===== config.mk =====
export PLATFORM = sky130hd
export DESIGN_NAME = ser_status_top
export DESIGN_NICKNAME = d
export VERILOG_FILES = /design/src/ser_pkg.sv /design/src/ser_status_top.sv /design/src/ser_event_reg.sv /design/src/ser_fill_level.sv
export SDC_FILE = /design/constraint.sdc
export NUM_CORES = 1
export LEC_CHECK = 0
export ABC_AREA = 0
export BUFFER_PORTS_ARGS = -buffer_cell sky130_fd_sc_hd__buf_2
export CORE_ASPECT_RATIO = 0.75
export CORE_MARGIN = 2
export CORE_UTILIZATION = 52
export DETAILED_ROUTE_END_ITERATION = 12
export PLACE_DENSITY = 0.81
export SLEW_MARGIN = 20
export SYNTH_ARGS = -nofsm -noshare
export SYNTH_HDL_FRONTEND = slang
export SYNTH_SLANG_ARGS = --single-unit

===== constraint.sdc =====
create_clock -name ref_clk_i -period 2 [get_ports ref_clk_i]
set_clock_uncertainty 0.2 [all_clocks]
set_input_delay 0.2 -clock ref_clk_i [delete_from_list [all_inputs] [get_ports ref_clk_i]]
set_output_delay 0.2 -clock ref_clk_i [all_outputs]
set_load 0.01 [all_outputs]

===== src/ser_pkg.sv =====
// shared constants and types of the status event register bank
package ser_pkg;

	// register widths
	localparam int STD_W = 8;
	localparam int OP_W = 16;
	localparam int MEAS_W = 16;
	localparam int QUES_W = 16;
	localparam int CNT_W = 16;

	// standard event bit positions
	localparam int STD_OPDONE_BIT = 0;
	localparam int STD_QUERY_ERR_BIT = 2;
	localparam int STD_DEV_ERR_BIT = 3;
	localparam int STD_EXEC_ERR_BIT = 4;
	localparam int STD_CMD_ERR_BIT = 5;
	localparam int STD_USER_REQ_BIT = 6;
	localparam int STD_POWER_ON_BIT = 7;

	// operation event bit positions
	localparam int OP_MEAS_BIT = 4;
	localparam int OP_TRIG_BIT = 5;
	localparam int OP_FILT_BIT = 8;
	localparam int OP_IDLE_BIT = 10;

	// measurement event bit positions
	localparam int MEAS_OVER_BIT = 0;
	localparam int MEAS_LIM_LSB = 1;
	localparam int MEAS_READY_BIT = 5;
	localparam int MEAS_NOTIFY_BIT = 6;
	localparam int MEAS_AVAIL_BIT = 7;
	localparam int MEAS_HALF_BIT = 8;
	localparam int MEAS_FULL_BIT = 9;
	localparam int MEAS_WRAP_BIT = 10;
	localparam int MEAS_HWL_BIT = 11;
	localparam int MEAS_QUARTER_BIT = 12;
	localparam int MEAS_THREE_Q_BIT = 13;
	localparam int MEAS_MASTER_BIT = 14;

	// questionable event bit positions
	localparam int QUES_TEMP_BIT = 4;
	localparam int QUES_CAL_BIT = 8;
	localparam int QUES_WARN_BIT = 14;

	// bits that carry an event; all others read zero
	localparam logic [STD_W-1:0] STD_USED = 8'hFD;
	localparam logic [OP_W-1:0] OP_USED = 16'h0530;
	localparam logic [MEAS_W-1:0] MEAS_USED = 16'h7FFF;
	localparam logic [QUES_W-1:0] QUES_USED = 16'h4110;

	// reset values
	localparam logic [STD_W-1:0] STD_RST = 8'h00;
	localparam logic [OP_W-1:0] OP_RST = 16'h0000;
	localparam logic [MEAS_W-1:0] MEAS_RST = 16'h0000;
	localparam logic [QUES_W-1:0] QUES_RST = 16'h0000;

	// least stored readings for buffer available
	localparam logic [CNT_W-1:0] BUF_AVAIL_MIN = 16'h0002;

	typedef enum logic [1:0] {
		SER_DONE_IDLE = 2'h1,
		SER_DONE_WAIT = 2'h2
	} ser_done_e;

	typedef struct packed {
		logic std;
		logic op;
		logic meas;
		logic ques;
	} ser_rd_s;

	typedef struct packed {
		logic notify;
		logic avail;
		logic half;
		logic full;
		logic quarter;
		logic three_q;
	} ser_fill_s;

endpackage


===== src/ser_status_top.sv =====
// status event register bank: standard, operation, measurement, questionable
// Functional notes
// - operation complete only after query and idle ops
// - query error on read of empty queue
// - device error when own operation fails
// - execution error on fault during accepted command
// - command error on syntax, semantic, embedded trigger
// - user request on front panel local key
// - power on flag after power restored
// - measuring and trigger wait flags
// - filter settled when settled or filter off
// - idle flag while in idle state
// - unused operation bits carry no event
// - overflow when reading beyond range
// - four limit flags on limit reached
// - reading available after reading processed
// - buffer notify at programmed count
// - buffer available with two or more readings
// - half full and full buffer flags
// - overflow when full buffer wraps
// - hardware limit flag beyond hardware limit
// - quarter, three quarter flags; host avoids tiny buffers
// - master limit when any limit reached
// - four separate event register sets
// - flags latch; reading clears the register
// - summary is OR of enabled flags
// - clear at power up and clear status
`timescale 1ns/1ps
module ser_status_top (
	// clock and reset
	input wire logic ref_clk_i,
	input wire logic arst_n_i,
	// command handling events
	input wire logic op_done_query_i,
	input wire logic ops_pending_i,
	input wire logic response_read_i,
	input wire logic out_queue_empty_i,
	input wire logic device_fault_i,
	input wire logic exec_fault_i,
	input wire logic syntax_error_i,
	input wire logic semantic_error_i,
	input wire logic trigger_in_msg_i,
	input wire logic clear_status_i,
	// front panel pin
	input wire logic local_key_i,
	// operation conditions
	input wire logic measuring_i,
	input wire logic trig_wait_i,
	input wire logic filter_settled_i,
	input wire logic filter_off_i,
	input wire logic idle_i,
	// measurement conditions
	input wire logic reading_overflow_i,
	input wire logic [3:0] limit_hit_i,
	input wire logic reading_done_i,
	input wire logic hw_limit_i,
	input wire logic [ser_pkg::CNT_W-1:0] buf_count_i,
	input wire logic [ser_pkg::CNT_W-1:0] buf_size_i,
	input wire logic [ser_pkg::CNT_W-1:0] buf_notify_i,
	input wire logic buf_wrap_i,
	// questionable conditions
	input wire logic temp_invalid_i,
	input wire logic cal_invalid_i,
	input wire logic cmd_warning_i,
	// host reads and enables
	input wire ser_pkg::ser_rd_s rd_i,
	input wire logic [ser_pkg::STD_W-1:0] std_enable_i,
	input wire logic [ser_pkg::OP_W-1:0] op_enable_i,
	input wire logic [ser_pkg::MEAS_W-1:0] meas_enable_i,
	input wire logic [ser_pkg::QUES_W-1:0] ques_enable_i,
	// read answers
	output logic [ser_pkg::STD_W-1:0] std_data_o,
	output logic [ser_pkg::OP_W-1:0] op_data_o,
	output logic [ser_pkg::MEAS_W-1:0] meas_data_o,
	output logic [ser_pkg::QUES_W-1:0] ques_data_o,
	output logic rd_valid_o,
	// summaries toward the status byte
	output logic std_summary_o,
	output logic op_summary_o,
	output logic meas_summary_o,
	output logic ques_summary_o
);

	ser_pkg::ser_done_e done_q, done_d;
	logic key_meta_q, key_sync_q;
	logic power_on_q, power_on_d;
	logic rd_valid_q, rd_valid_d;
	logic done_fire;
	logic [ser_pkg::STD_W-1:0] std_cond, std_flags;
	logic [ser_pkg::OP_W-1:0] op_cond, op_flags;
	logic [ser_pkg::MEAS_W-1:0] meas_cond, meas_flags;
	logic [ser_pkg::QUES_W-1:0] ques_cond, ques_flags;
	ser_pkg::ser_fill_s fill;

	// front panel key is asynchronous
	always_ff @(posedge ref_clk_i or negedge arst_n_i) begin
		if (!arst_n_i) begin
			key_meta_q <= 1'b0;
			key_sync_q <= 1'b0;
		end else begin
			key_meta_q <= local_key_i;
			key_sync_q <= key_meta_q;
		end
	end

	// operation complete waits for pending work
	always_comb begin
		done_d = done_q;
		done_fire = 1'b0;
		unique case (done_q)
			ser_pkg::SER_DONE_IDLE: begin
				if (op_done_query_i && ops_pending_i) begin
					done_d = ser_pkg::SER_DONE_WAIT;
				end else if (op_done_query_i) begin
					done_fire = 1'b1;
				end
			end
			ser_pkg::SER_DONE_WAIT: begin
				if (!ops_pending_i) begin
					done_fire = 1'b1;
					done_d = ser_pkg::SER_DONE_IDLE;
				end
			end
			default: begin
				done_d = ser_pkg::SER_DONE_IDLE;
			end
		endcase
	end

	// power-on mark drops after the first edge, giving one flag edge
	always_comb begin
		power_on_d = 1'b0;
		rd_valid_d = rd_i.std || rd_i.op || rd_i.meas || rd_i.ques;
	end

	always_ff @(posedge ref_clk_i or negedge arst_n_i) begin
		if (!arst_n_i) begin
			done_q <= ser_pkg::SER_DONE_IDLE;
			power_on_q <= 1'b1;
			rd_valid_q <= 1'b0;
		end else begin
			done_q <= done_d;
			power_on_q <= power_on_d;
			rd_valid_q <= rd_valid_d;
		end
	end

	ser_fill_level u_fill (
		.count_i(buf_count_i),
		.size_i(buf_size_i),
		.notify_i(buf_notify_i),
		.fill_o(fill)
	);

	// event conditions per register
	always_comb begin
		std_cond = '0;
		std_cond[ser_pkg::STD_OPDONE_BIT] = done_fire;
		std_cond[ser_pkg::STD_QUERY_ERR_BIT] = response_read_i && out_queue_empty_i;
		std_cond[ser_pkg::STD_DEV_ERR_BIT] = device_fault_i;
		std_cond[ser_pkg::STD_EXEC_ERR_BIT] = exec_fault_i;
		std_cond[ser_pkg::STD_CMD_ERR_BIT] = syntax_error_i || semantic_error_i || trigger_in_msg_i;
		std_cond[ser_pkg::STD_USER_REQ_BIT] = key_sync_q;
		std_cond[ser_pkg::STD_POWER_ON_BIT] = power_on_q;
		op_cond = '0;
		op_cond[ser_pkg::OP_MEAS_BIT] = measuring_i;
		op_cond[ser_pkg::OP_TRIG_BIT] = trig_wait_i;
		op_cond[ser_pkg::OP_FILT_BIT] = filter_settled_i || filter_off_i;
		op_cond[ser_pkg::OP_IDLE_BIT] = idle_i;
		meas_cond = '0;
		meas_cond[ser_pkg::MEAS_OVER_BIT] = reading_overflow_i;
		meas_cond[ser_pkg::MEAS_LIM_LSB +: 4] = limit_hit_i;
		meas_cond[ser_pkg::MEAS_READY_BIT] = reading_done_i;
		meas_cond[ser_pkg::MEAS_NOTIFY_BIT] = fill.notify;
		meas_cond[ser_pkg::MEAS_AVAIL_BIT] = fill.avail;
		meas_cond[ser_pkg::MEAS_HALF_BIT] = fill.half;
		meas_cond[ser_pkg::MEAS_FULL_BIT] = fill.full;
		meas_cond[ser_pkg::MEAS_WRAP_BIT] = buf_wrap_i && fill.full;
		meas_cond[ser_pkg::MEAS_HWL_BIT] = hw_limit_i;
		meas_cond[ser_pkg::MEAS_QUARTER_BIT] = fill.quarter;
		meas_cond[ser_pkg::MEAS_THREE_Q_BIT] = fill.three_q;
		meas_cond[ser_pkg::MEAS_MASTER_BIT] = (|limit_hit_i) || hw_limit_i;
		ques_cond = '0;
		ques_cond[ser_pkg::QUES_TEMP_BIT] = temp_invalid_i;
		ques_cond[ser_pkg::QUES_CAL_BIT] = cal_invalid_i;
		ques_cond[ser_pkg::QUES_WARN_BIT] = cmd_warning_i;
	end

	// four independent register sets
	ser_event_reg #(.W(ser_pkg::STD_W), .USED(ser_pkg::STD_USED), .RST(ser_pkg::STD_RST)) u_std (
		.ref_clk_i(ref_clk_i),
		.arst_n_i(arst_n_i),
		.cond_i(std_cond),
		.rd_i(rd_i.std),
		.clr_i(clear_status_i),
		.enable_i(std_enable_i),
		.flags_o(std_flags),
		.rd_data_o(std_data_o),
		.summary_o(std_summary_o)
	);

	ser_event_reg #(.W(ser_pkg::OP_W), .USED(ser_pkg::OP_USED), .RST(ser_pkg::OP_RST)) u_op (
		.ref_clk_i(ref_clk_i),
		.arst_n_i(arst_n_i),
		.cond_i(op_cond),
		.rd_i(rd_i.op),
		.clr_i(clear_status_i),
		.enable_i(op_enable_i),
		.flags_o(op_flags),
		.rd_data_o(op_data_o),
		.summary_o(op_summary_o)
	);

	ser_event_reg #(.W(ser_pkg::MEAS_W), .USED(ser_pkg::MEAS_USED), .RST(ser_pkg::MEAS_RST)) u_meas (
		.ref_clk_i(ref_clk_i),
		.arst_n_i(arst_n_i),
		.cond_i(meas_cond),
		.rd_i(rd_i.meas),
		.clr_i(clear_status_i),
		.enable_i(meas_enable_i),
		.flags_o(meas_flags),
		.rd_data_o(meas_data_o),
		.summary_o(meas_summary_o)
	);

	ser_event_reg #(.W(ser_pkg::QUES_W), .USED(ser_pkg::QUES_USED), .RST(ser_pkg::QUES_RST)) u_ques (
		.ref_clk_i(ref_clk_i),
		.arst_n_i(arst_n_i),
		.cond_i(ques_cond),
		.rd_i(rd_i.ques),
		.clr_i(clear_status_i),
		.enable_i(ques_enable_i),
		.flags_o(ques_flags),
		.rd_data_o(ques_data_o),
		.summary_o(ques_summary_o)
	);

	assign rd_valid_o = rd_valid_q;
endmodule


===== src/ser_event_reg.sv =====
// one latched event register with edge set, clearing read and summary
`timescale 1ns/1ps
module ser_event_reg #(
	parameter int W = 16,
	parameter logic [W-1:0] USED = '1,
	parameter logic [W-1:0] RST = '0
) (
	// clock and reset
	input wire logic ref_clk_i,
	input wire logic arst_n_i,
	// event conditions and host control
	input wire logic [W-1:0] cond_i,
	input wire logic rd_i,
	input wire logic clr_i,
	input wire logic [W-1:0] enable_i,
	// state and answers
	output logic [W-1:0] flags_o,
	output logic [W-1:0] rd_data_o,
	output logic summary_o
);

	logic [W-1:0] flags_q, flags_d;
	logic [W-1:0] prev_q, prev_d;
	logic [W-1:0] data_q, data_d;
	logic [W-1:0] set_w;

	always_comb begin
		set_w = cond_i & ~prev_q & USED;
		prev_d = cond_i;
		// a set in the clearing cycle survives
		flags_d = (((rd_i || clr_i) ? RST : flags_q) | set_w) & USED;
		data_d = rd_i ? flags_q : data_q;
	end

	always_ff @(posedge ref_clk_i or negedge arst_n_i) begin
		if (!arst_n_i) begin
			flags_q <= RST;
			prev_q <= '0;
			data_q <= '0;
		end else begin
			flags_q <= flags_d;
			prev_q <= prev_d;
			data_q <= data_d;
		end
	end

	assign flags_o = flags_q;
	assign rd_data_o = data_q;
	assign summary_o = |(flags_q & enable_i);
endmodule


===== src/ser_fill_level.sv =====
// reading buffer fill level decode
`timescale 1ns/1ps
module ser_fill_level (
	// buffer state
	input wire logic [ser_pkg::CNT_W-1:0] count_i,
	input wire logic [ser_pkg::CNT_W-1:0] size_i,
	input wire logic [ser_pkg::CNT_W-1:0] notify_i,
	// levels reached
	output ser_pkg::ser_fill_s fill_o
);

	logic [ser_pkg::CNT_W+1:0] three_w;

	// zero threshold means the level is not armed
	function automatic logic reached(input logic [ser_pkg::CNT_W-1:0] cnt,
		input logic [ser_pkg::CNT_W-1:0] thr);
		reached = (thr != '0) && (cnt >= thr);
	endfunction

	always_comb begin
		three_w = ({2'h0, size_i} << 1) + {2'h0, size_i};
		fill_o.notify = (notify_i != '0) && (count_i == notify_i);
		fill_o.avail = count_i >= ser_pkg::BUF_AVAIL_MIN;
		fill_o.half = reached(count_i, size_i >> 1);
		fill_o.full = reached(count_i, size_i);
		fill_o.quarter = reached(count_i, size_i >> 2);
		fill_o.three_q = reached(count_i, three_w[ser_pkg::CNT_W+1:2]);
	end

endmodule


==> summary.md, run 1 <==
| Metric | Value |
|---|---|
| Outcome | `complete, but fails checks` |
| Failing checks | `setup timing` |
| CTS tree | `yes` |
| Routability Congestion | `a little over 0.9` |
| Top Ports | `198` |
| Setup violations, final | `3` |
| Layout cells sized above 1 | `0.3967` |
| Worst path required time | `2.02 ns` |
| VDD IR max | `between 0.0006 and 0.0007 V` |
| Post-synth top cells | `93 x ha_1, 91 x dfrtp_1, 57 x inv_1` |
| Hold Path Class | `input pin to flip-flop` |
| Crit Path Class | `input pin to flip-flop` |
| Total gr overflow | `0` |
| #FFs+latches synth | `93` |
| Most frequent cell after synthesis | `ha_1` |
| # H-tree levels | `3` |
| Top-area cell type share of the netlist area | `0.3666` |
| Area Overhead vs Synth | `41.47%` |
| Multi-input logic area | `3795 µm²` |
| Via count | `slightly below 6,000` |
| Met1 Usage GRT | `0.4173` |
| WL final | `19.57 mm` |
| Post-synth EDFFs | `0` |
| Most used cell, CP | `buf_4` |
| Synth Cell Area | `about 6200 µm²` |
| RSZ-0062 raised after global routing | `true` |
| Die Ht | `between 90 and 100 µm` |
| Number of detailed-route iterations in the first pass | `6` |
| Hpwl dp | `about 15 mm` |
| Vias in the first global route | `5,868` |
| Clk buf depth | `2` |
| Largest area contributor in the netlist | `dfrtp_1` |
| Post-synthesis simple-gate area fraction | `0.1092` |
| Max Fclk | `around 0.33 GHz` |
| Cells after DPL | `~1,000` |
| Post-synth top flop | `dfrtp_1` |
| Nets | `~1,100` |
| Worst-Margin Slew | `0.6711 ns` |
| CTS sink cnt | `93` |
| Final Power | `roughly 5.8 mW` |
| Post-Syn Instances | `605` |
| CTS root buf | `clkbuf_16` |
| Clock slew at reported path FFs | `about 0.060 ns` |
| M3 GR Usage | `0.06949` |
| Critical path's largest stage delay | `roughly 0.39 ns` |
| Die Wd | `around 130 µm` |
| Final Worst Setup Slack | `-1.013 ns` |
| Iter 0 DRT Violations | `about 400` |
| Fin. max-slew vios | `0` |
| Power Dens Cells | `roughly 660 nW/µm²` |
| Endpoint type of the worst setup path | `flip-flop` |
| Top delay family on crit path | `compound AO/OA/AOI/OAI gates` |
| CP Max Fanout | `2` |
| Max Cap Viol | `0` |
| Slew headroom | `0.5521` |
| Post-DRT Antenna Nets | `0` |
| First-pass GRT wire length | `29.99 mm` |
| Initial core utilization | `0.5349` |
| Tot GR Track Use | `0.3053` |
| Hold Fails Final Rpt | `0` |
| Synthesized area per cell | `10.27 µm²` |
| Grt met2 use | `0.4950` |
| Drt drc | `0` |
| Crit share post-route | `1.506` |
| Top post-synthesis cells by area | `dfrtp_1 37%, ha_1 19%, mux2_2 5.3%` |
| Core area | `between 10,000 and 15,000 µm²` |
| Non-filler cells, final | `approximately 1,100` |
| Fin crit period | `between 3 and 4 ns` |
| Synth warn | `0` |
| Crit path DAT | `3.04 ns` |
| Worst path cell trace | `buf_6 -> and2_4 -> fa_2 -> a211oi_4 -> buf_4 -> buf_4 -> or3_2 -> o311ai_1 -> buf_4 -> ha_1 -> nor4_2 -> o21ai_0 -> a21oi_1 -> a31oi_1 -> a22o_1` |
| Grt peak-use layer | `met2` |
| DR vias/cell | `about 5.5` |
| Total CTS buffers | `9` |
| Critical path's slowest cell | `fa_2` |
| Ys async rst share | `1.000` |
| Post-synthesis mux area share | `0.05257` |
| Die ar. | `12,850 µm²` |
| Clk_lat worst skew | `0.34 ns` |
| Initial antenna violation count | `1` |
| Largest net degree at the start of global routing | `40` |
| Xor/xnor share of the synthesized area | `0.03907` |
| Rows | `34` |
| Sequential Area | `approximately 2300 µm²` |
| Filler instances | `around 770` |
| Main combinational cell family by area after synthesis | `adder cells` |
| Count of buffer and inverter cells on the critical path | `4` |
| CP Launch Type | `input pin` |
| Compound-Gate Fraction of Synth Area | `0.1593` |
| PortBufs | `143` |
| Seq/Total Area, Yosys | `0.3750` |
| Synth Area in Adders | `0.1905` |
| Synth cell types | `63` |
| LEAKAGE | `about 4.5 nW` |
| Detailed-route wire length per cell | `between 15 and 20 µm` |
==> registers in the layout (all words and copies together) (netlist names), 4 cells and up <==
| register | count |
|---|---|
| u_meas.flags_o | 15 |
| u_meas.prev_q | 15 |
| u_meas.rd_data_o | 15 |
| u_op.flags_o | 4 |
| u_op.prev_q | 4 |
| u_op.rd_data_o | 4 |
| u_std.flags_o | 7 |
| u_std.prev_q | 7 |
| u_std.rd_data_o | 7 |
==> through the flow <==
stage	util	setup WS, ns	hold WS (ns)	cell area, µm²	setup TNS (ns)
5_1_grt	0.7567	-1.129	0.1022	8788	-2.360
3_3_place_gp	0.6745	-1.510	-0.01280	7834	-4.868
6_report	0.7567	-1.013	0.09415	8788	-2.079
4_1_cts	0.7419	-0.9987	0.06459	8616	-1.964
3_5_place_dp	0.6745	-1.457	-0.003923	7834	-5.023
2_1_floorplan	-	-1.047	-0.2956	6355	-1.911
==> repair_timing <==
action,in CTS,in global routing
hold buffers,28,0
pin swaps,16,29
setup endpoints to repair,3,8
hold endpoints to repair,84,0
resized for setup,32,26
setup buffers,5,5
==> worst register-to-register path: cells and delay by family (launching register included) <==
| family | cells | cell delay [ns] |
|---|---|---|
| adders and majority gates | 1 | 0.29 |
| AOI/OAI and AO/OA | 1 | 0.20 |
| DFF | 1 | 0.54 |
| and+or+nand+nor | 1 | 0.25 |
| buffers and inverters | 1 | 0.05 |
==> cell type report <==
type	count	share of cell area
tap	162	0.02306
sequential	93	0.2651
clock buffer	13	0.02961
clock inverter	3	0.004983
timing repair buffer	287	0.2191
multi-input combinational	447	0.4318
antenna	1	0.0002847
inverter	57	0.02605
==> path summary, 6_finish.rpt <==
check / cells past startpoint / slack (ns) / to / from
min in group asynchronous: 2 / 0.17 / u_op.rd_data_o[4] / arst_n_i
max in group asynchronous: 3 / 0.80 / u_meas.prev_q[4] / arst_n_i
setup reg to reg: 4 / 0.41 / u_std.flags_o[0] / done_q[0]
hold / removal: 2 / 0.09 / rd_valid_o / rd_i[3]
hold reg to reg: 0 / 0.15 / key_sync_q / key_meta_q
setup / recovery: 15 / -1.01 / u_meas.flags_o[13] / buf_size_i[0]
==> power by group <==
part           internal (mW)  leakage [nW]  switching, mW
clock network           1.04         0.150          0.686
registers               2.07          1.15          0.118
logic                  0.942          3.24          0.958
total                   4.05          4.53           1.76
==> placed cells by master, fill, tap and decap left out, drive strengths merged, types with 3 or more instances in the layout <==
cell type / netlist / routed
a22o: 9 / 9
inv: 57 / 57
and4: 3 / 3
xnor2: 15 / 15
nor3: 10 / 10
xor2: 11 / 11
a22oi: 8 / 8
nor2b: 4 / 4
clkbuf: 4 / 13
mux2: 29 / 29
a21oi: 27 / 27
nor2: 20 / 20
a222oi: 3 / 3
dlygate4sd3: 0 / 28
a21o: 26 / 26
conb: 1 / 28
nand3: 6 / 6
nand4: 16 / 16
a31oi: 5 / 5
buf: 31 / 259
nor4: 15 / 15
a211oi: 3 / 3
nand2: 28 / 28
ha: 93 / 93
and2: 4 / 4
dfrtp: 91 / 91
nand2b: 7 / 7
o21ai: 41 / 41
==> metal layers <==
| layer | part of all wire | vias to the layer above |
|---|---|---|
| met5 | 0 | - |
| met1 | 0.43 | 2864 |
| met3 | 0.070 | 37 |
| met4 | 0.020 | 0 |
| met2 | 0.48 | 244 |
| li1 | - | 2738 |
==> cell families (layout without fill, tap and decap cells) <==
family / after synthesis / after routing
AOI/OAI and AO/OA: 146 / 146
xor gates and xnor gates: 26 / 26
muxes: 29 / 29
adders and majority gates: 94 / 94
other: 1 / 29
DFF: 93 / 93
and+or+nand+nor: 124 / 124
buffers and inverters: 92 / 360
No activity file was read; power rests on OpenSTA's default activity.
==> run 2: changes to the inputs <==
--- a/config.mk
+++ b/config.mk
@@ -15,4 +15,5 @@
 export SLEW_MARGIN = 20
 export SYNTH_ARGS = -nofsm -noshare
 export SYNTH_HDL_FRONTEND = slang
+export SYNTH_HIERARCHICAL = 1
 export SYNTH_SLANG_ARGS = --single-unit
==> run 2 against run 1 <==
Net effect: critical path depth up 4; via count down 6.4%; sequential share of layout area up 1.3 points; count of clock-buffer cells in the layout down 3; critical endpoint is now u_meas/flags_o[13]; synthesized area down 0.42%; non-clock buffer count down 25; core utilization down 3.5 points; largest power group unchanged; the run still ends with setup timing left.
==> summary.md, run 2 <==
| Metric | Value |
|---|---|
| Crit share post-route | `1.521 (+0.01463)` |
| WL final | `17.52 mm (-10%)` |
| VDD IR max | `0.0004822 V (-31%)` |
| Ant. Diodes | `0 (-1)` |
| Worst path required time | `2.03 ns (about the same)` |
| Setup violations, final | `9 (+6)` |
| Drt drc | `0 (unchanged)` |
| RSZ-0062 raised after global routing | `true` |
| Most common cell after layout, fill and taps aside | `buf_2` |
| Hold WS | `0.006219 ns (-0.08793 ns)` |
| # H-tree levels | `3 (unchanged)` |
| Final Power | `5.803 mW (-0.18%)` |
| Crit path DAT | `3.07 ns (+0.03 ns)` |
| Clock slew at reported path FFs | `0.07 ns (about the same)` |
| Power Dens Cells | `692.7 nW/µm² (+4.7%)` |
| Worst-Margin Slew | `0.5814 ns (-0.08974 ns)` |
| Nets | `1,075 (-4.5%)` |
| PortBufs | `143 (unchanged)` |
| CP Max Fanout | `3 (+1)` |
| Rows | `34 (unchanged)` |
| Sw Ratio | `0.3090 (+0.005886)` |
| Final Worst Setup Slack | `-1.042 ns (-0.02927 ns)` |
| Reg power frac | `0.379 (+0.002)` |
| Hold_sp | `rd_i[2]` |
| Die Wd | `129.9 µm (-0.21%)` |
| Post-DRT Antenna Nets | `0 (unchanged)` |
| Largest net degree at the start of global routing | `62 (+55%)` |
| LEAKAGE | `4.442 nW (-2.0%)` |
| Die ar. | `12,790 µm² (-0.41%)` |
| Die Ht | `98.46 µm (-0.20%)` |
| Total CTS buffers | `9 (unchanged)` |
| Synth warn | `6 (+6)` |
| Fin crit period | `3.042 ns (+0.02927 ns)` |
| Crit path launch | `buf_size_i[1]` |
| Tot GR Track Use | `0.2770 (-0.02833)` |
| Total gr overflow | `0 (unchanged)` |
| Clk_lat worst skew | `0.35 ns (about the same)` |
| CP Launch Type | `input pin` |
| First-pass GRT wire length | `27.80 mm (-7.3%)` |
| Failing checks | `setup timing` |
| Area Overhead vs Synth | `35.44%` |
| Layout cells sized above 1 | `0.3738 (-0.02285)` |
| Initial antenna violation count | `0 (-1)` |
| CTS tree | `yes` |
| Clock share of power | `0.306 (+0.009)` |
| Hold Fails Final Rpt | `0 (unchanged)` |
| Non-filler cells, final | `1,010 (-5.0%)` |
| Fin. max-slew vios | `0 (unchanged)` |
| Max Fclk | `0.3287 GHz (-0.96%)` |
| CTS sink cnt | `93 (unchanged)` |
| Filler instances | `749 (-2.1%)` |
| Post-layout util | `0.7214 (-0.03534)` |
| Synthesized area per cell | `10.70 µm² (+4.2%)` |
| Hold Path Class | `input pin to flip-flop` |
| Crit Path Class | `input pin to flip-flop` |
| Routability Congestion | `1.003 (+10%)` |
| Post-Syn Instances | `578 (-4.5%)` |
| Hpwl dp | `13.00 mm (-14%)` |
| Detailed-route wire length per cell | `17.35 µm (-5.8%)` |
| Clk buf depth | `2 (unchanged)` |
| DR vias/cell | `5.452 (-1.5%)` |
| Comb power frac | `0.315 (-0.012)` |
| Top Ports | `198 (unchanged)` |
| Endpoint type of the worst setup path | `flip-flop` |
| Pint | `4.010 mW (-1.0%)` |
| Initial core utilization | `0.5326 (-0.002262)` |
| Synth Cell Area | `6186 µm² (-0.42%)` |
| Outcome | `complete, but fails checks` |
| Cells after DPL | `959 (-4.9%)` |
| CTS root buf | `clkbuf_16` |
| Iter 0 DRT Violations | `275 (-33%)` |
| Commonest non-fill, non-tap cells in the layout | `140 x buf_2, 91 x ha_1, 91 x dfrtp_1, 91 x buf_4, 51 x inv_1` |
| Number of detailed-route iterations in the first pass | `6 (unchanged)` |
| Core area | `11,610 µm² (unchanged)` |
| Vias in the first global route | `5,718 (-2.6%)` |
| Reg2reg start | `done_q[0]` |
| Max Cap Viol | `0 (unchanged)` |
| Via count | `5,507 (-6.4%)` |
| P_sw | `1.793 mW (+1.8%)` |
| Slew headroom | `0.6124 (+0.06031)` |
run 2: cell type report:
class / count / area [µm²] / share of cell area
clock buffer: 10 / 239.0 / 0.02852
clock inverter: 6 / 77.57 / 0.009259
inverter: 55 / 214.0 / 0.02554
multi-input combinational: 422 / 3607 / 0.4306
sequential: 93 / 2330 / 0.2781
tap: 162 / 202.7 / 0.02419
timing repair buffer: 262 / 1708 / 0.2039
run 2: what timing repair did:
item	CTS	global route
resized for setup	9	11
setup endpoints to repair	8	11
pin swaps	17	8
hold buffers	27	0
hold endpoints to repair	76	0
setup buffers	5	3
run 2: metrics by stage:
stage | instance area (µm²) | TNS (ns) | worst slack, ns
after detailed placement | 7642 | -6.653 | -1.551
after global routing | 8378 | -3.746 | -1.220
final | 8378 | -2.660 | -1.042
after floorplan | 6322 | -2.312 | -1.200
after CTS | 8298 | -2.476 | -1.013
after global placement | 7642 | -5.783 | -1.421
run 2: layer usage:
layer | share of wire | vias to the layer above | track usage
met2 | 0.49 | 213 | 0.4760
li1 | - | 2562 | -
met1 | 0.42 | 2685 | 0.3469
met5 | 0 | - | 0
met3 | 0.059 | 47 | 0.05592
met4 | 0.028 | 0 | 0.09926
run 2: power by group through the flow:
stage	registers (mW)	clock network, mW	logic [mW]
2_1_floorplan	2.23	0	0.965
6_report	2.20	1.78	1.83
3_5_place_dp	2.23	0	1.67
3_3_place_gp	2.22	0	1.56
4_1_cts	2.19	1.79	1.75
5_1_grt	2.22	1.87	2.00
run 2: worst paths after layout:
path                                      end  slack, ns  cells past startpoint
setup / recovery           u_meas/flags_o[13]      -1.04                     19
hold / removal                     rd_valid_o      0.006                      2
setup reg to reg                    done_q[1]       0.28                      4
hold reg to reg                    key_sync_q       0.16                      0
max in group asynchronous           done_q[0]       0.75                      3
min in group asynchronous  u_std/rd_data_o[3]       0.13                      2
run 2: worst max-delay path, cell delays in order:
cell and delay, ns:
buf_8 0.10, and2_4 0.15, fa_2 0.34, a21oi_2 0.18, o2111ai_2 0.16, a31oi_4 0.19
o21bai_2 0.08, a21o_1 0.17, a21o_1 0.22, xnor2_2 0.15, ha_1 0.30, a21o_1 0.17
a21o_1 0.15, a21oi_1 0.12, o21ai_1 0.08, a21oi_1 0.12, a31oi_1 0.07, inv_1 0.07
o21ai_1 0.05
==> run 3: changes to the inputs <==
--- a/config.mk
+++ b/config.mk
@@ -9,9 +9,9 @@
 export BUFFER_PORTS_ARGS = -buffer_cell sky130_fd_sc_hd__buf_2
 export CORE_ASPECT_RATIO = 0.75
 export CORE_MARGIN = 2
-export CORE_UTILIZATION = 52
+export CORE_UTILIZATION = 30
 export DETAILED_ROUTE_END_ITERATION = 12
-export PLACE_DENSITY = 0.81
+export SKIP_LAST_GASP = 1
 export SLEW_MARGIN = 20
 export SYNTH_ARGS = -nofsm -noshare
 export SYNTH_HDL_FRONTEND = slang
==> run 3 against run 2 <==
Net effect: the flow still finishes with violations (setup timing); combinational power barely moved; first-iteration DRC count fell by 4.0%; die area rose by 70%; core utilization fell by 29 points; setup slack improved by 0.069 ns; clock power fell by 3%; worst hold slack got worse by 0.0019 ns; total power fell by 1.0%; maximum frequency rose by 2.3%; sequential share of layout area fell by 1.1 points.
==> summary.md, run 3 (synthesized netlist as in run 2, its figures left out) <==
| Metric | Value |
|---|---|
| Die Ht | `128.4 µm (+30%)` |
| Tot GR Track Use | `0.1511 (-0.1259)` |
| Hold Fails Final Rpt | `0 (unchanged)` |
| Die Wd | `169.8 µm (+31%)` |
| Grt met2 use | `0.2367 (-0.2393)` |
| Power Dens Cells | `659.1 nW/µm² (-4.8%)` |
| Rows | `45 (+32%)` |
| Count of buffer and inverter cells on the critical path | `2 (unchanged)` |
| Crit share post-route | `1.487 (-0.03437)` |
| Hold WS | `0.004310 ns (-0.001909 ns)` |
| Outcome | `complete, but fails checks` |
| Top Ports | `198 (unchanged)` |
| Commonest non-fill, non-tap cells in the layout | `139 x buf_2, 102 x buf_4, 91 x dfrtp_1` |
| Area Overhead vs Synth | `40.86%` |
| PortBufs | `143 (unchanged)` |
| Initial core utilization | `0.3060 (-0.2266)` |
| CTS sink cnt | `93 (unchanged)` |
| Post-layout util | `0.4311 (-0.2903)` |
| Reg power frac | `0.382 (+0.003)` |
| Crit path launch | `buf_size_i[1]` |
| VDD IR max | `0.0004131 V (-14%)` |
| Detailed-route wire length per cell | `14.36 µm (-17%)` |
| Final Power | `5.743 mW (-1.0%)` |
| CTS root buf | `clkbuf_16` |
| CTS tree | `yes` |
| Endpoint type of the worst setup path | `flip-flop` |
| # H-tree levels | `3 (unchanged)` |
| Clk_lat worst skew | `0.33 ns (-0.02 ns)` |
| Number of detailed-route iterations in the first pass | `5 (-1)` |
| Top delay family on crit path | `compound AO/OA/AOI/OAI gates` |
| Routability Congestion | `0.8660 (-14%)` |
| Pint | `4.061 mW (+1.3%)` |
| Nets | `1,092 (+1.6%)` |
| Critical path's slowest cell | `fa_2` |
| Core area | `20,210 µm² (+74%)` |
| Worst-Margin Slew | `0.5695 ns (-0.01192 ns)` |
| Reg2reg start | `done_q[0]` |
| First-pass GRT wire length | `26.02 mm (-6.4%)` |
| Die ar. | `21,800 µm² (+70%)` |
| Largest net degree at the start of global routing | `38 (-39%)` |
| Hold Path Class | `input pin to flip-flop` |
| Final Worst Setup Slack | `-0.9735 ns (+0.06873 ns)` |
| M3 GR Usage | `0.03137 (-0.02454)` |
| Crit Path Class | `input pin to flip-flop` |
| Sw Ratio | `0.2929 (-0.01601)` |
| Failing checks | `setup timing` |
| Setup TNS | `-2.601 ns (+0.05929 ns)` |
| Comb power frac | `0.317 (+0.002)` |
| Post-DRT Antenna Nets | `0 (unchanged)` |
| CP Max Fanout | `4 (+1)` |
| DR vias/cell | `4.561 (-16%)` |
| Ant. Diodes | `0 (unchanged)` |
| Grt peak-use layer | `met2` |
| Iter 0 DRT Violations | `264 (-4.0%)` |
| Fin. max-slew vios | `0 (unchanged)` |
| Worst path required time | `2.02 ns (about the same)` |
| Initial antenna violation count | `0 (unchanged)` |
| Clock share of power | `0.300 (-0.006)` |
| WL final | `16.11 mm (-8.1%)` |
| Clk buf depth | `2 (unchanged)` |
| LEAKAGE | `4.538 nW (+2.2%)` |
| Max Cap Viol | `0 (unchanged)` |
| Vias in the first global route | `5,084 (-11%)` |
| Fin crit period | `2.973 ns (-0.06873 ns)` |
| Setup violations, final | `7 (-2)` |
| Clock slew at reported path FFs | `0.06 ns (about the same)` |
| CP Launch Type | `input pin` |
| Critical path's largest stage delay | `0.34 ns (about the same)` |
| Slew headroom | `0.6204 (+0.007945)` |
| Crit path DAT | `2.99 ns (-0.08 ns)` |
| Via count | `5,118 (-7.1%)` |
| Hold_sp | `syntax_error_i` |
| Most common cell after layout, fill and taps aside | `buf_2` |
| Layout cells sized above 1 | `0.3912 (+0.01738)` |
| RSZ-0062 raised after global routing | `true` |
| Total gr overflow | `0 (unchanged)` |
| Total CTS buffers | `9 (unchanged)` |
| Hpwl dp | `12.93 mm (-0.52%)` |
| Max Fclk | `0.3363 GHz (+2.3%)` |
| Drt drc | `0 (unchanged)` |
| Most used cell, CP | `a21o_1` |
| P_sw | `1.683 mW (-6.2%)` |
| Worst path cell trace | `buf_8 -> and2_4 -> fa_2 -> a21oi_2 -> o2111ai_2 -> a31oi_2 -> o21bai_2 -> a21o_1 -> a21o_1 -> xnor2_2 -> ha_1 -> a21o_1 -> a21o_1 -> a21oi_2 -> o21ai_1 -> a21oi_1 -> a31oi_1 -> inv_1 -> o21ai_1` |
| Met1 Usage GRT | `0.2212 (-0.1257)` |
-- run 3: cell count changes in the layout (fill, tap and decap cells not counted), sizes merged --
| cell | delta |
|---|---|
| buf | +15 |
| clkbuf | +1 |
| inv | -2 |
| dlygate4sd3 | +2 |
-- run 3: timing repair --
item,4_1_cts,5_1_grt
hold endpoints to repair,86,0
buffers inserted,4,3
gates resized for setup,15,24
setup endpoints to repair,10,11
pin swaps,26,25
hold buffers,29,0
-- run 3: worst paths after layout --
path	end	slack, ns	cells past startpoint
min reg2reg	key_sync_q	0.15	0
max	u_meas/flags_o[13]	-0.97	19
min in group asynchronous	u_std/rd_data_o[3]	0.17	2
min	u_std/flags_o[5]	0.004	3
max reg2reg	done_q[1]	0.30	4
max in group asynchronous	u_meas/rd_data_o[2]	0.82	3
-- run 3: worst min-delay path, delay by kind of cell --
kind,cells,cell delay [ns]
compound gates,1,0.13
buf+inv,1,0.07
simple gates,1,0.10
-- run 3: power groups by stage --
| stage | Combinational [mW] | Clock, mW | Sequential (mW) |
|---|---|---|---|
| after CTS | 1.77 | 1.77 | 2.20 |
| after floorplan | 0.965 | 0 | 2.23 |
| after global routing | 2.04 | 1.87 | 2.22 |
| final | 1.82 | 1.72 | 2.20 |
| after global placement | 1.65 | 0 | 2.23 |
| after detailed placement | 1.68 | 0 | 2.23 |
-- run 3: area by class of cell --
class	count	area [µm²]
clock buffers	11	252.7
clock inverters	4	55.05
fillers	1943	11500
inverters	55	216.5
multi-input cells	422	3680
flip-flops and latches	93	2330
well taps	258	322.8
repair buffers	279	1857
-- run 3: layer usage --
layer	wire length (µm)	part of all wire
met1	8337	0.52
met2	6944	0.43
met3	736	0.046
met4	91	0.0056
met5	0	0
-- run 3: stage by stage --
stage                     worst slack, ns  cell area, µm²  instances
after floorplan                    -1.200            6322        601
after global placement             -1.475            7870       1071
after detailed placement           -1.503            7870       1071
after CTS                         -0.9788            8567       1119
after global routing               -1.149            8713       1122
final                             -0.9735            8713       1122
